## src/verilog/eea_pkg.sv

```systemverilog
// constants and types for the data eeprom access controller
package eea_pkg;
    // special function register addresses
    localparam logic [11:0] OFF_CTRL       = 12'hFA6;
    localparam logic [11:0] OFF_KEY        = 12'hFA7;
    localparam logic [11:0] OFF_DATA       = 12'hFA8;
    localparam logic [11:0] OFF_ADDR_LOW   = 12'hFA9;
    localparam logic [11:0] OFF_ADDR_HIGH  = 12'hFAA;
    localparam logic [11:0] OFF_FLAG_TWO   = 12'hFA1;

    // nv_access_control field positions
    localparam int BIT_PROG_SEL   = 7;
    localparam int BIT_CFG_SEL    = 6;
    localparam int BIT_SIG_SEL    = 5;
    localparam int BIT_ROW_ERASE  = 4;
    localparam int BIT_WR_ERROR   = 3;
    localparam int BIT_WR_UNLOCK  = 2;
    localparam int BIT_WR_START   = 1;
    localparam int BIT_RD_START   = 0;
    // write_done_flag position in peripheral_flag_reg_two
    localparam int BIT_WR_DONE    = 4;

    // reset values
    localparam logic [7:0] CTRL_RESET     = 8'h00;
    localparam logic [7:0] DATA_RESET     = 8'h00;
    localparam logic [7:0] ADDR_RESET     = 8'h00;

    // unlock keys and erased cell value
    localparam logic [7:0] KEY_FIRST      = 8'h55;
    localparam logic [7:0] KEY_SECOND     = 8'hAA;
    localparam logic [7:0] ERASED_BYTE    = 8'hFF;

    // array geometry
    localparam int MEM_DEPTH      = 512;
    localparam int MEM_ADDR_W     = 9;

    // timing at a 5 ns clock
    localparam int CLK_PERIOD_PS  = 5000;
    localparam longint PWRT_TIME_MS = 72;
    localparam longint PWRT_CYC   = (PWRT_TIME_MS * 1000000000) / CLK_PERIOD_PS;
    localparam int ERASE_TIME_NS  = 100;
    localparam int PROG_TIME_NS   = 100;
    localparam int ERASE_CYC      = (ERASE_TIME_NS * 1000 + CLK_PERIOD_PS - 1) / CLK_PERIOD_PS;
    localparam int PROG_CYC       = (PROG_TIME_NS * 1000 + CLK_PERIOD_PS - 1) / CLK_PERIOD_PS;
    localparam int PWRT_W         = 24;
    localparam int WT_W           = 16;

    // self-timed write sequencer
    typedef enum logic [1:0] {
        ST_IDLE  = 2'b00,
        ST_ERASE = 2'b01,
        ST_PROG  = 2'b10,
        ST_OTHER = 2'b11
    } eea_wstate_type;

    // progress through the unlock keys
    typedef enum logic [1:0] {
        UL_IDLE  = 2'b00,
        UL_FIRST = 2'b01,
        UL_READY = 2'b10
    } eea_unlock_type;

    // one core access to the register file
    typedef struct packed {
        logic [11:0] addr;
        logic        wr;
        logic        rd;
        logic [7:0]  wdata;
    } eea_sfr_req_type;
endpackage

```

## src/verilog/eea_mem.sv

```systemverilog
// byte array with one write port and a registered read port
`timescale 1ns/10ps
module eea_mem #(
    parameter int DEPTH  = 512,
    parameter int ADDR_W = 9
) (
    // clock and reset
    input  wire logic              clk,
    input  wire logic              rst_b,
    // write port
    input  wire logic              wr_en,
    input  wire logic [ADDR_W-1:0] wr_addr,
    input  wire logic [7:0]        wr_data,
    // read port
    input  wire logic              rd_en,
    input  wire logic [ADDR_W-1:0] rd_addr,
    output logic      [7:0]        rd_data
);
    logic [7:0] cell_mem [DEPTH];

    // cells hold no reset, as a real array keeps its contents
    always_ff @(posedge clk) begin
        if (wr_en) begin
            cell_mem[wr_addr] <= wr_data;
        end
    end

    // read data leaves through a flop
    always_ff @(posedge clk or negedge rst_b) begin
        if (!rst_b) begin
            rd_data <= 8'h00;
        end else if (rd_en) begin
            rd_data <= cell_mem[rd_addr];
        end
    end
endmodule // eea_mem

```

## src/verilog/eea_ctrl.sv

```systemverilog
// data eeprom access controller behind the core's special function registers
// Function
// - one byte moves per read or write
// - nine address bits reach 512 locations
// - write erases first, then programs, self-timed
// - key port stores nothing, reads zero
// - start bits set by software, cleared by hardware
// - unlock enable cleared only by software or at power-up
// - reset during write sets write error flag
// - that reset zeroes data and address registers
// - write completion sets done flag, software clears
// - bits seven to five select memory space
// - row erase bit used, cleared when a non-array write completes
// - read start ignored while program space selected
// - read lands next cycle, start self-clears
// - data register holds last read or write
// - keys 55h then AAh precede write start
// - unlock enable must precede write start instruction
// - clearing unlock enable never aborts a write
// - no writes during power-up timer
`timescale 1ns/10ps
module eea_ctrl import eea_pkg::*; #(
    parameter longint PWRT_CYCLES  = PWRT_CYC,
    parameter int     ERASE_CYCLES = ERASE_CYC,
    parameter int     PROG_CYCLES  = PROG_CYC
) (
    // clock and power-on reset
    input  wire logic            clk,
    input  wire logic            rst_b,
    // other reset sources
    input  wire logic            master_clear_pin_b,
    input  wire logic            wdt_reset,
    // core register access
    input  wire eea_sfr_req_type sfr_req,
    output logic      [7:0]      sfr_rdata,
    // status toward the core
    output logic                 write_done_flag,
    output logic                 write_busy
);
    logic [7:0]            data_reg;
    logic [7:0]            addr_low_reg;
    logic                  addr_high_reg;
    logic                  prog_sel_reg, cfg_sel_reg, sig_sel_reg, row_erase_reg;
    logic                  write_error_flag_reg, write_unlock_enable_reg, wr_reg, rd_reg;
    logic                  done_reg;
    eea_unlock_type        ul_reg;
    eea_wstate_type        state_reg;
    logic [WT_W-1:0]       wt_cnt_reg;
    logic [PWRT_W-1:0]     pwrt_cnt_reg;
    logic                  pwrt_done;
    logic [7:0]            wdata_lat_reg;
    logic [MEM_ADDR_W-1:0] waddr_lat_reg;
    logic [2:0]            master_clear_pin_sync_reg;
    logic                  master_clear_pin_lvl_reg;
    logic                  sys_rst;
    logic                  ctrl_wr, key_wr, data_wr, addrl_wr, addrh_wr, flag_wr;
    logic                  rd_set, wr_set, space_eeprom, phase_end;
    logic                  mem_we, mem_re;
    logic [7:0]            mem_wdata, mem_rdata;
    logic [MEM_ADDR_W-1:0] cur_addr;

    // address compare shared by every register decode
    function automatic logic sfr_hit(input logic [11:0] a, input logic [11:0] off);
        return a == off;
    endfunction

    // last counter value of a timed phase, cycles minus one, never below zero
    function automatic logic [WT_W-1:0] phase_last(input int cycles);
        return (cycles > 1) ? WT_W'(cycles - 1) : '0;
    endfunction

    assign ctrl_wr  = sfr_req.wr && sfr_hit(sfr_req.addr, OFF_CTRL);
    assign key_wr   = sfr_req.wr && sfr_hit(sfr_req.addr, OFF_KEY);
    assign data_wr  = sfr_req.wr && sfr_hit(sfr_req.addr, OFF_DATA);
    assign addrl_wr = sfr_req.wr && sfr_hit(sfr_req.addr, OFF_ADDR_LOW);
    assign addrh_wr = sfr_req.wr && sfr_hit(sfr_req.addr, OFF_ADDR_HIGH);
    assign flag_wr  = sfr_req.wr && sfr_hit(sfr_req.addr, OFF_FLAG_TWO);
    assign cur_addr = {addr_high_reg, addr_low_reg};

    // master clear pin: three flops, level moves once the last two agree
    always_ff @(posedge clk or negedge rst_b) begin
        if (!rst_b) begin
            master_clear_pin_sync_reg <= 3'b111;
            master_clear_pin_lvl_reg  <= 1'b1;
        end else begin
            master_clear_pin_sync_reg <= {master_clear_pin_sync_reg[1:0], master_clear_pin_b};
            if (master_clear_pin_sync_reg[1] == master_clear_pin_sync_reg[2]) begin
                master_clear_pin_lvl_reg <= master_clear_pin_sync_reg[2];
            end
        end
    end

    // held pin or a watchdog expiry acts as a reset for this block
    assign sys_rst = !master_clear_pin_lvl_reg || wdt_reset;

    // power-up timer runs once after power-on, then stays done
    always_ff @(posedge clk or negedge rst_b) begin
        if (!rst_b) begin
            pwrt_cnt_reg <= '0;
        end else if (!pwrt_done) begin
            pwrt_cnt_reg <= pwrt_cnt_reg + 1'b1;
        end
    end
    assign pwrt_done = (pwrt_cnt_reg >= PWRT_W'(PWRT_CYCLES));

    // space bits seven to five must be clear for an array access
    assign space_eeprom = !prog_sel_reg && !cfg_sel_reg && !sig_sel_reg;

    // a read may not start with program space chosen by this same write
    assign rd_set = ctrl_wr && sfr_req.wdata[BIT_RD_START]
                    && !sfr_req.wdata[BIT_PROG_SEL] && !sys_rst;

    // write start needs the key pair, an earlier enable and an idle sequencer
    assign wr_set = ctrl_wr && sfr_req.wdata[BIT_WR_START] && !wr_reg
                    && write_unlock_enable_reg
                    && (ul_reg == UL_READY)
                    && pwrt_done
                    && (state_reg == ST_IDLE) && !sys_rst;

    // unlock tracker: 55h then AAh on the key port arms one write
    always_ff @(posedge clk or negedge rst_b) begin
        if (!rst_b) begin
            ul_reg <= UL_IDLE;
        end else if (sys_rst || ctrl_wr) begin
            ul_reg <= UL_IDLE; // one write per key pair
        end else if (key_wr) begin
            if (sfr_req.wdata == KEY_FIRST) begin
                ul_reg <= UL_FIRST;
            end else if (sfr_req.wdata == KEY_SECOND && ul_reg == UL_FIRST) begin
                ul_reg <= UL_READY;
            end else begin
                ul_reg <= UL_IDLE;
            end
        end
    end

    // end of the current timed phase
    always_comb begin
        unique case (state_reg)
            ST_ERASE: phase_end = (wt_cnt_reg == phase_last(ERASE_CYCLES));
            ST_PROG:  phase_end = (wt_cnt_reg == phase_last(PROG_CYCLES));
            ST_OTHER: phase_end = (wt_cnt_reg == phase_last(ERASE_CYCLES));
            ST_IDLE:  phase_end = 1'b0;
        endcase
    end

    // self-timed sequencer: erase the byte, then program it
    always_ff @(posedge clk or negedge rst_b) begin
        if (!rst_b) begin
            state_reg  <= ST_IDLE;
            wt_cnt_reg <= '0;
        end else if (sys_rst) begin
            state_reg  <= ST_IDLE;
            wt_cnt_reg <= '0;
        end else begin
            unique case (state_reg)
                ST_IDLE: begin
                    wt_cnt_reg <= '0;
                    if (wr_set) begin
                        state_reg <= space_eeprom ? ST_ERASE : ST_OTHER;
                    end
                end
                ST_ERASE: begin
                    wt_cnt_reg <= phase_end ? '0 : wt_cnt_reg + 1'b1;
                    if (phase_end) begin
                        state_reg <= ST_PROG;
                    end
                end
                ST_PROG, ST_OTHER: begin
                    wt_cnt_reg <= phase_end ? '0 : wt_cnt_reg + 1'b1;
                    if (phase_end) begin
                        state_reg <= ST_IDLE;
                    end
                end
            endcase
        end
    end

    // target byte is frozen at start so register edits cannot corrupt it
    always_ff @(posedge clk or negedge rst_b) begin
        if (!rst_b) begin
            wdata_lat_reg <= DATA_RESET;
            waddr_lat_reg <= '0;
        end else if (wr_set) begin
            wdata_lat_reg <= data_reg;
            waddr_lat_reg <= cur_addr;
        end
    end

    // array port: erase phase stores the blank value, program the data
    assign mem_we    = phase_end && !sys_rst
                       && (state_reg == ST_ERASE || state_reg == ST_PROG);
    assign mem_wdata = (state_reg == ST_ERASE) ? ERASED_BYTE : wdata_lat_reg;
    assign mem_re    = rd_set;

    // control register, space and enable fields
    always_ff @(posedge clk or negedge rst_b) begin
        if (!rst_b) begin
            prog_sel_reg  <= CTRL_RESET[BIT_PROG_SEL];
            cfg_sel_reg   <= CTRL_RESET[BIT_CFG_SEL];
            sig_sel_reg   <= CTRL_RESET[BIT_SIG_SEL];
            row_erase_reg <= CTRL_RESET[BIT_ROW_ERASE];
            write_unlock_enable_reg      <= CTRL_RESET[BIT_WR_UNLOCK];
        end else begin
            if (ctrl_wr) begin
                prog_sel_reg <= sfr_req.wdata[BIT_PROG_SEL];
                cfg_sel_reg  <= sfr_req.wdata[BIT_CFG_SEL];
                sig_sel_reg  <= sfr_req.wdata[BIT_SIG_SEL];
                write_unlock_enable_reg     <= sfr_req.wdata[BIT_WR_UNLOCK];
            end
            // completing a non-array cycle consumes the row erase request
            if (state_reg == ST_OTHER && phase_end && !sys_rst) begin
                row_erase_reg <= 1'b0;
            end else if (ctrl_wr) begin
                row_erase_reg <= sfr_req.wdata[BIT_ROW_ERASE];
            end
        end
    end

    // start bits: software may only set, hardware clears on completion
    always_ff @(posedge clk or negedge rst_b) begin
        if (!rst_b) begin
            wr_reg <= 1'b0;
            rd_reg <= 1'b0;
        end else begin
            if (sys_rst || (phase_end && state_reg != ST_ERASE)) begin
                wr_reg <= 1'b0;
            end else if (wr_set) begin
                wr_reg <= 1'b1;
            end
            rd_reg <= rd_set;
        end
    end

    // error flag: an interrupted write wins over a software clear
    always_ff @(posedge clk or negedge rst_b) begin
        if (!rst_b) begin
            write_error_flag_reg <= CTRL_RESET[BIT_WR_ERROR];
        end else if (sys_rst && state_reg != ST_IDLE) begin
            write_error_flag_reg <= 1'b1;
        end else if (ctrl_wr) begin
            write_error_flag_reg <= sfr_req.wdata[BIT_WR_ERROR];
        end
    end

    // done flag: set on completion beats a same-cycle clear
    always_ff @(posedge clk or negedge rst_b) begin
        if (!rst_b) begin
            done_reg <= 1'b0;
        end else if (phase_end && !sys_rst && state_reg != ST_ERASE) begin
            done_reg <= 1'b1;
        end else if (flag_wr) begin
            done_reg <= sfr_req.wdata[BIT_WR_DONE];
        end
    end

    // data register holds the last read or the last software value
    always_ff @(posedge clk or negedge rst_b) begin
        if (!rst_b) begin
            data_reg <= DATA_RESET;
        end else if (sys_rst) begin
            data_reg <= DATA_RESET;
        end else if (rd_reg && space_eeprom) begin
            data_reg <= mem_rdata;
        end else if (data_wr) begin
            data_reg <= sfr_req.wdata;
        end
    end

    // address pair, only bit zero of the high half exists
    always_ff @(posedge clk or negedge rst_b) begin
        if (!rst_b) begin
            addr_low_reg  <= ADDR_RESET;
            addr_high_reg <= 1'b0;
        end else if (sys_rst) begin
            addr_low_reg  <= ADDR_RESET;
            addr_high_reg <= 1'b0;
        end else begin
            if (addrl_wr) begin
                addr_low_reg <= sfr_req.wdata;
            end
            if (addrh_wr) begin
                addr_high_reg <= sfr_req.wdata[0];
            end
        end
    end

    // read mux; registered so the core sees it the cycle after its strobe
    always_ff @(posedge clk or negedge rst_b) begin
        if (!rst_b) begin
            sfr_rdata <= 8'h00;
        end else if (sfr_req.rd) begin
            if (sfr_hit(sfr_req.addr, OFF_CTRL)) begin
                sfr_rdata <= {prog_sel_reg, cfg_sel_reg, sig_sel_reg, row_erase_reg,
                              write_error_flag_reg, write_unlock_enable_reg, wr_reg, rd_reg};
            end else if (sfr_hit(sfr_req.addr, OFF_DATA)) begin
                sfr_rdata <= data_reg;
            end else if (sfr_hit(sfr_req.addr, OFF_ADDR_LOW)) begin
                sfr_rdata <= addr_low_reg;
            end else if (sfr_hit(sfr_req.addr, OFF_ADDR_HIGH)) begin
                sfr_rdata <= {7'h00, addr_high_reg};
            end else if (sfr_hit(sfr_req.addr, OFF_FLAG_TWO)) begin
                sfr_rdata <= 8'(done_reg) << BIT_WR_DONE;
            end else begin
                sfr_rdata <= 8'h00; // key port and unmapped
            end
        end
    end

    assign write_done_flag = done_reg;
    assign write_busy      = wr_reg;

    // the byte array itself
    eea_mem #(
        .DEPTH  (MEM_DEPTH),
        .ADDR_W (MEM_ADDR_W)
    ) u_mem (
        .clk     (clk),
        .rst_b   (rst_b),
        .wr_en   (mem_we),
        .wr_addr (waddr_lat_reg),
        .wr_data (mem_wdata),
        .rd_en   (mem_re),
        .rd_addr (cur_addr),
        .rd_data (mem_rdata)
    );
endmodule // eea_ctrl

```

## config.mk

```make
export PLATFORM = sky130hd
export DESIGN_NAME = eea_ctrl
export DESIGN_NICKNAME = d
export VERILOG_FILES = /design/src/verilog/eea_pkg.sv /design/src/verilog/eea_mem.sv /design/src/verilog/eea_ctrl.sv
export SDC_FILE = /design/constraint.sdc
export NUM_CORES = 2
export LEC_CHECK = 0
export BUFFER_PORTS_ARGS = -buffer_cell sky130_fd_sc_hd__buf_4
export CORE_MARGIN = 2
export CORE_UTILIZATION = 50
export DETAILED_ROUTE_END_ITERATION = 6
export PLACE_DENSITY = 0.72
export SETUP_SLACK_MARGIN = 0.4
export SYNTH_ARGS = -nofsm -noshare
export SYNTH_HDL_FRONTEND = slang
export SYNTH_HIERARCHICAL = 1
export SYNTH_SLANG_ARGS = --single-unit
```

## constraint.sdc

```tcl
create_clock -name clk -period 9.8 [get_ports clk]
set_input_delay 1.96 -clock clk [delete_from_list [all_inputs] [get_ports clk]]
set_output_delay 1.96 -clock clk [all_outputs]
set_load 0.02 [all_outputs]
```

==> out/summary.txt <==
outcome = complete, no violations
Post-Syn Area per Cell = 20.78 um^2
worst vdd ir = 0.1710 mV
Hold WS = 0.3615 ns
GRT overflow = 0
RSZ-0062 raised after global routing = false
Detail Route Antenna Nets = 0
CTS hold repair buffers = 0
sw frac = 19.33%
Synth top area share = 75.19%
I/O Pins = 36
Cell variety after synth = 87
final HPWL from detailed placement = 266000 um
Area growth, synth to finish = 11.34%
Filler cells = 23403
max reg flops = 4096
Comb power frac = 0.1%
Synth area leader = edfxtp_1
crit-path max FO = 87
Core Util, Final = 55.81%
Clock Path Buffers = 4
Post-CTS Setup Inserts = 0
XOR/XNOR Fraction of Synth Area = 0.1713%
register area share after synthesis = 76.83%
Worst EP required = 10.68 ns
Ys Warns = 6
largest net degree at the start of global routing = 175
Synth area leaders = edfxtp_1, mux4_2, dfrtp_1
Clk pwr share = 45.0%
Internal = 0.02856 W
Slew @ Worst Pin = 1.391 ns
Max-slew headroom = 6.941%
initial antenna violation count = 15
Root Buffer = clkbuf_16
Main synth FF type = edfxtp_1
routability cong. = 0.9560
Async S/R FF share, synth = 2.546%
Slew Viols, Final = 0
DIE AREA = 0.3318 mm^2
Worst Skew = 0.08142 ns
Post-synth EDFFs = 4096
effective utilization at floorplan = 50.13%
DRT Pass-1 Iters = 6
CP Capture Type = register
drt total wl = 446500 um
sequential power share = 54.9%
CP startpoint kind = register
die span in y = 576.0 um
Cells after Synth = 7871
Crit Path Class = register to register
final instance area = 0.1821 mm^2
H-tree level count = 5
DP Worst Slack = 3.750 ns
final setup TNS = 0 ns
core area = 0.3263 mm^2
Synth Cell Area = 0.1636 mm^2
Worst-path clk slew = 0.07 ns
port buffer count = 35
GR Util All Layers = 26.61%
Num CTS Buffers = 404
row count = 210
fmax = 0.1836 GHz
total number of vias = 85056
drt initial violations = 13531
Cell Area, Placed = 0.1685 mm^2
pwr dens = 194.3 mW/mm^2
hold crit path type = register to register
ratio of final minimum period to clock period = 55.57%
Synth Area in Adders = 0.06731%
CTS sink count = 4203
Compound-Gate Fraction of Synth Area = 2.932%
routed length per instance = 35.13 um
Post-CTS Resized = 0
PnR worst setup slack = 4.354 ns
TritonCTS clock tree = yes
Max-Cap Viols = 0
leakage power = 65.34 nW
Final setup viols = 0
crit path DAT = 6.32 ns
vias in the first global route = 82239
post-synthesis net count = 7905
Final Hold Violating Endpoints = 0
combinational family with the most area after synthesis = multiplexers
vias per cell = 6.692
Residual DRC = 0
layout cells sized above 1 = 23.12%
mux cell area share after synthesis = 15.09%
first-pass GRT wire length = 629400 um
register bit count reported by yosys = 4203
Net Switching = 0.006844 W
die outline width = 576.0 um
simple-gate share of the synthesized area = 3.245%
Final #Nets = 8047
min Tclk post-route = 5.446 ns
worst-skew pair later-pin latency = 1.00 ns
cells in the final DEF (no fill, tap or decap), types with 56 or more instances in the layout:
master and count:
a21oi_1 110, a22oi_1 141, buf_4 189, bufinv_16 56, clkbuf_1 61, clkbuf_16 405, clkinv_1 73, clkinv_2 88
dfrtp_1 96, edfxtp_1 4096, mux2_2 56, mux2i_1 221, mux4_2 970, nand2_1 200, nand3_1 69, nor2_1 617
nor3_1 63, o21ai_0 56, o22ai_1 148
synthesized netlist by cell type, drive strengths merged, types with 5 or more instances:
library cell and count:
a22oi 141, ha 8, o221ai 35, nand4 25
xor2 12, dfrtp 103, or2 15, buf 260
a311oi 8, mux2i 221, nor3 63, a31oi 28
nand3b 6, mux2 56, a41oi 11, o32ai 6
and2 24, nor2 621, nand2b 17, a211oi 39
o31ai 5, o211ai 11, o22ai 148, mux4 970
or3 12, a221oi 18, o21ai 60, clkbuf 215
a22o 8, nor2b 46, nor4 24, nor3b 9
and3b 6, and4 6, inv 18, nand3 73
edfxtp 4096, and3 13, a2bb2oi 8, a2111oi 15
xnor2 20, nand2 214, a21oi 110
final cells by class:
class / instances / area (um^2) / area share, %
Clock buffer: 466 / 10360 / 5.690
Sequential cell: 4203 / 125700 / 69.01
Inverter: 20 / 81.33 / 0.04465
Multi-Input combinational cell: 3173 / 35460 / 19.47
Tap cell: 4346 / 5438 / 2.985
Clock inverter: 283 / 3222 / 1.769
Timing Repair Buffer: 211 / 1859 / 1.021
Antenna cell: 9 / 22.52 / 0.01236
critical path, stage by stage (launching register included):
cell      delay, ns
dfrtp_4        1.09
buf_12         0.50
buf_12         0.58
buf_4          0.64
mux2i_1        0.15
o221ai_1       0.33
nor3_1         0.12
or3_1          0.34
or4_1          0.54
a211oi_1       0.65
a22o_1         0.24
metal layers:
layer,GRT usage (%),vias up,share of wire [%]
met5,0,-,0.052
met4,10.69,8,4.9
met3,7.803,1027,14
met2,40.14,6821,45
met1,36.75,44198,36
li1,-,33002,-
logic make-up after synthesis:
| family | after synthesis |
|---|---|
| multiplexers | 1247 |
| AO/OA/AOI/OAI | 694 |
| XOR/XNOR | 32 |
| adder cells (fa/ha/maj) | 9 |
| flip-flops | 4203 |
| buffers and inverters | 495 |
| AND/OR/NAND/NOR | 1191 |
through the flow:
stage | total power (W) | instances
floorplan | 0.01982 | 7871
global placement | 0.01985 | 11953
detailed placement | 0.01985 | 11953
CTS | 0.03553 | 12702
global route | 0.03619 | 12703
finish | 0.03540 | 12711
power groups by stage:
| stage | sequential [W] | combinational [W] | clock (W) |
|---|---|---|---|
| finish | 0.0194 | 0.0000494 | 0.0159 |
| CTS | 0.0194 | 0.0000498 | 0.0161 |
| floorplan | 0.0198 | 0.0000173 | 0 |
| global placement | 0.0198 | 0.0000483 | 0 |
| detailed placement | 0.0198 | 0.0000493 | 0 |
| global route | 0.0194 | 0.0000539 | 0.0167 |
path summary, 6_finish.rpt:
check                                                             from                                endpoint  slack, ns  depth (start not counted)
worst min-delay path            master_clear_pin_sync_reg[0]$_DFF_PN1_  master_clear_pin_sync_reg[1]$_DFF_PN1_       0.36                          0
worst min register to register  master_clear_pin_sync_reg[0]$_DFF_PN1_  master_clear_pin_sync_reg[1]$_DFF_PN1_       0.36                          0
min in group asynchronous                                        rst_b                sfr_rdata[5]$_DFFE_PN0P_       1.04                          1
worst max-delay path                       addr_low_reg[0]$_DFFE_PN0P_            u_mem/rd_data[7]$_DFFE_PN0P_       4.35                         10
max in group asynchronous                                        rst_b             pwrt_cnt_reg[6]$_DFFE_PN0P_       7.47                          2
worst max register to register             addr_low_reg[0]$_DFFE_PN0P_            u_mem/rd_data[7]$_DFFE_PN0P_       4.35                         10
Note: power is estimated with default switching activity, not from simulation.
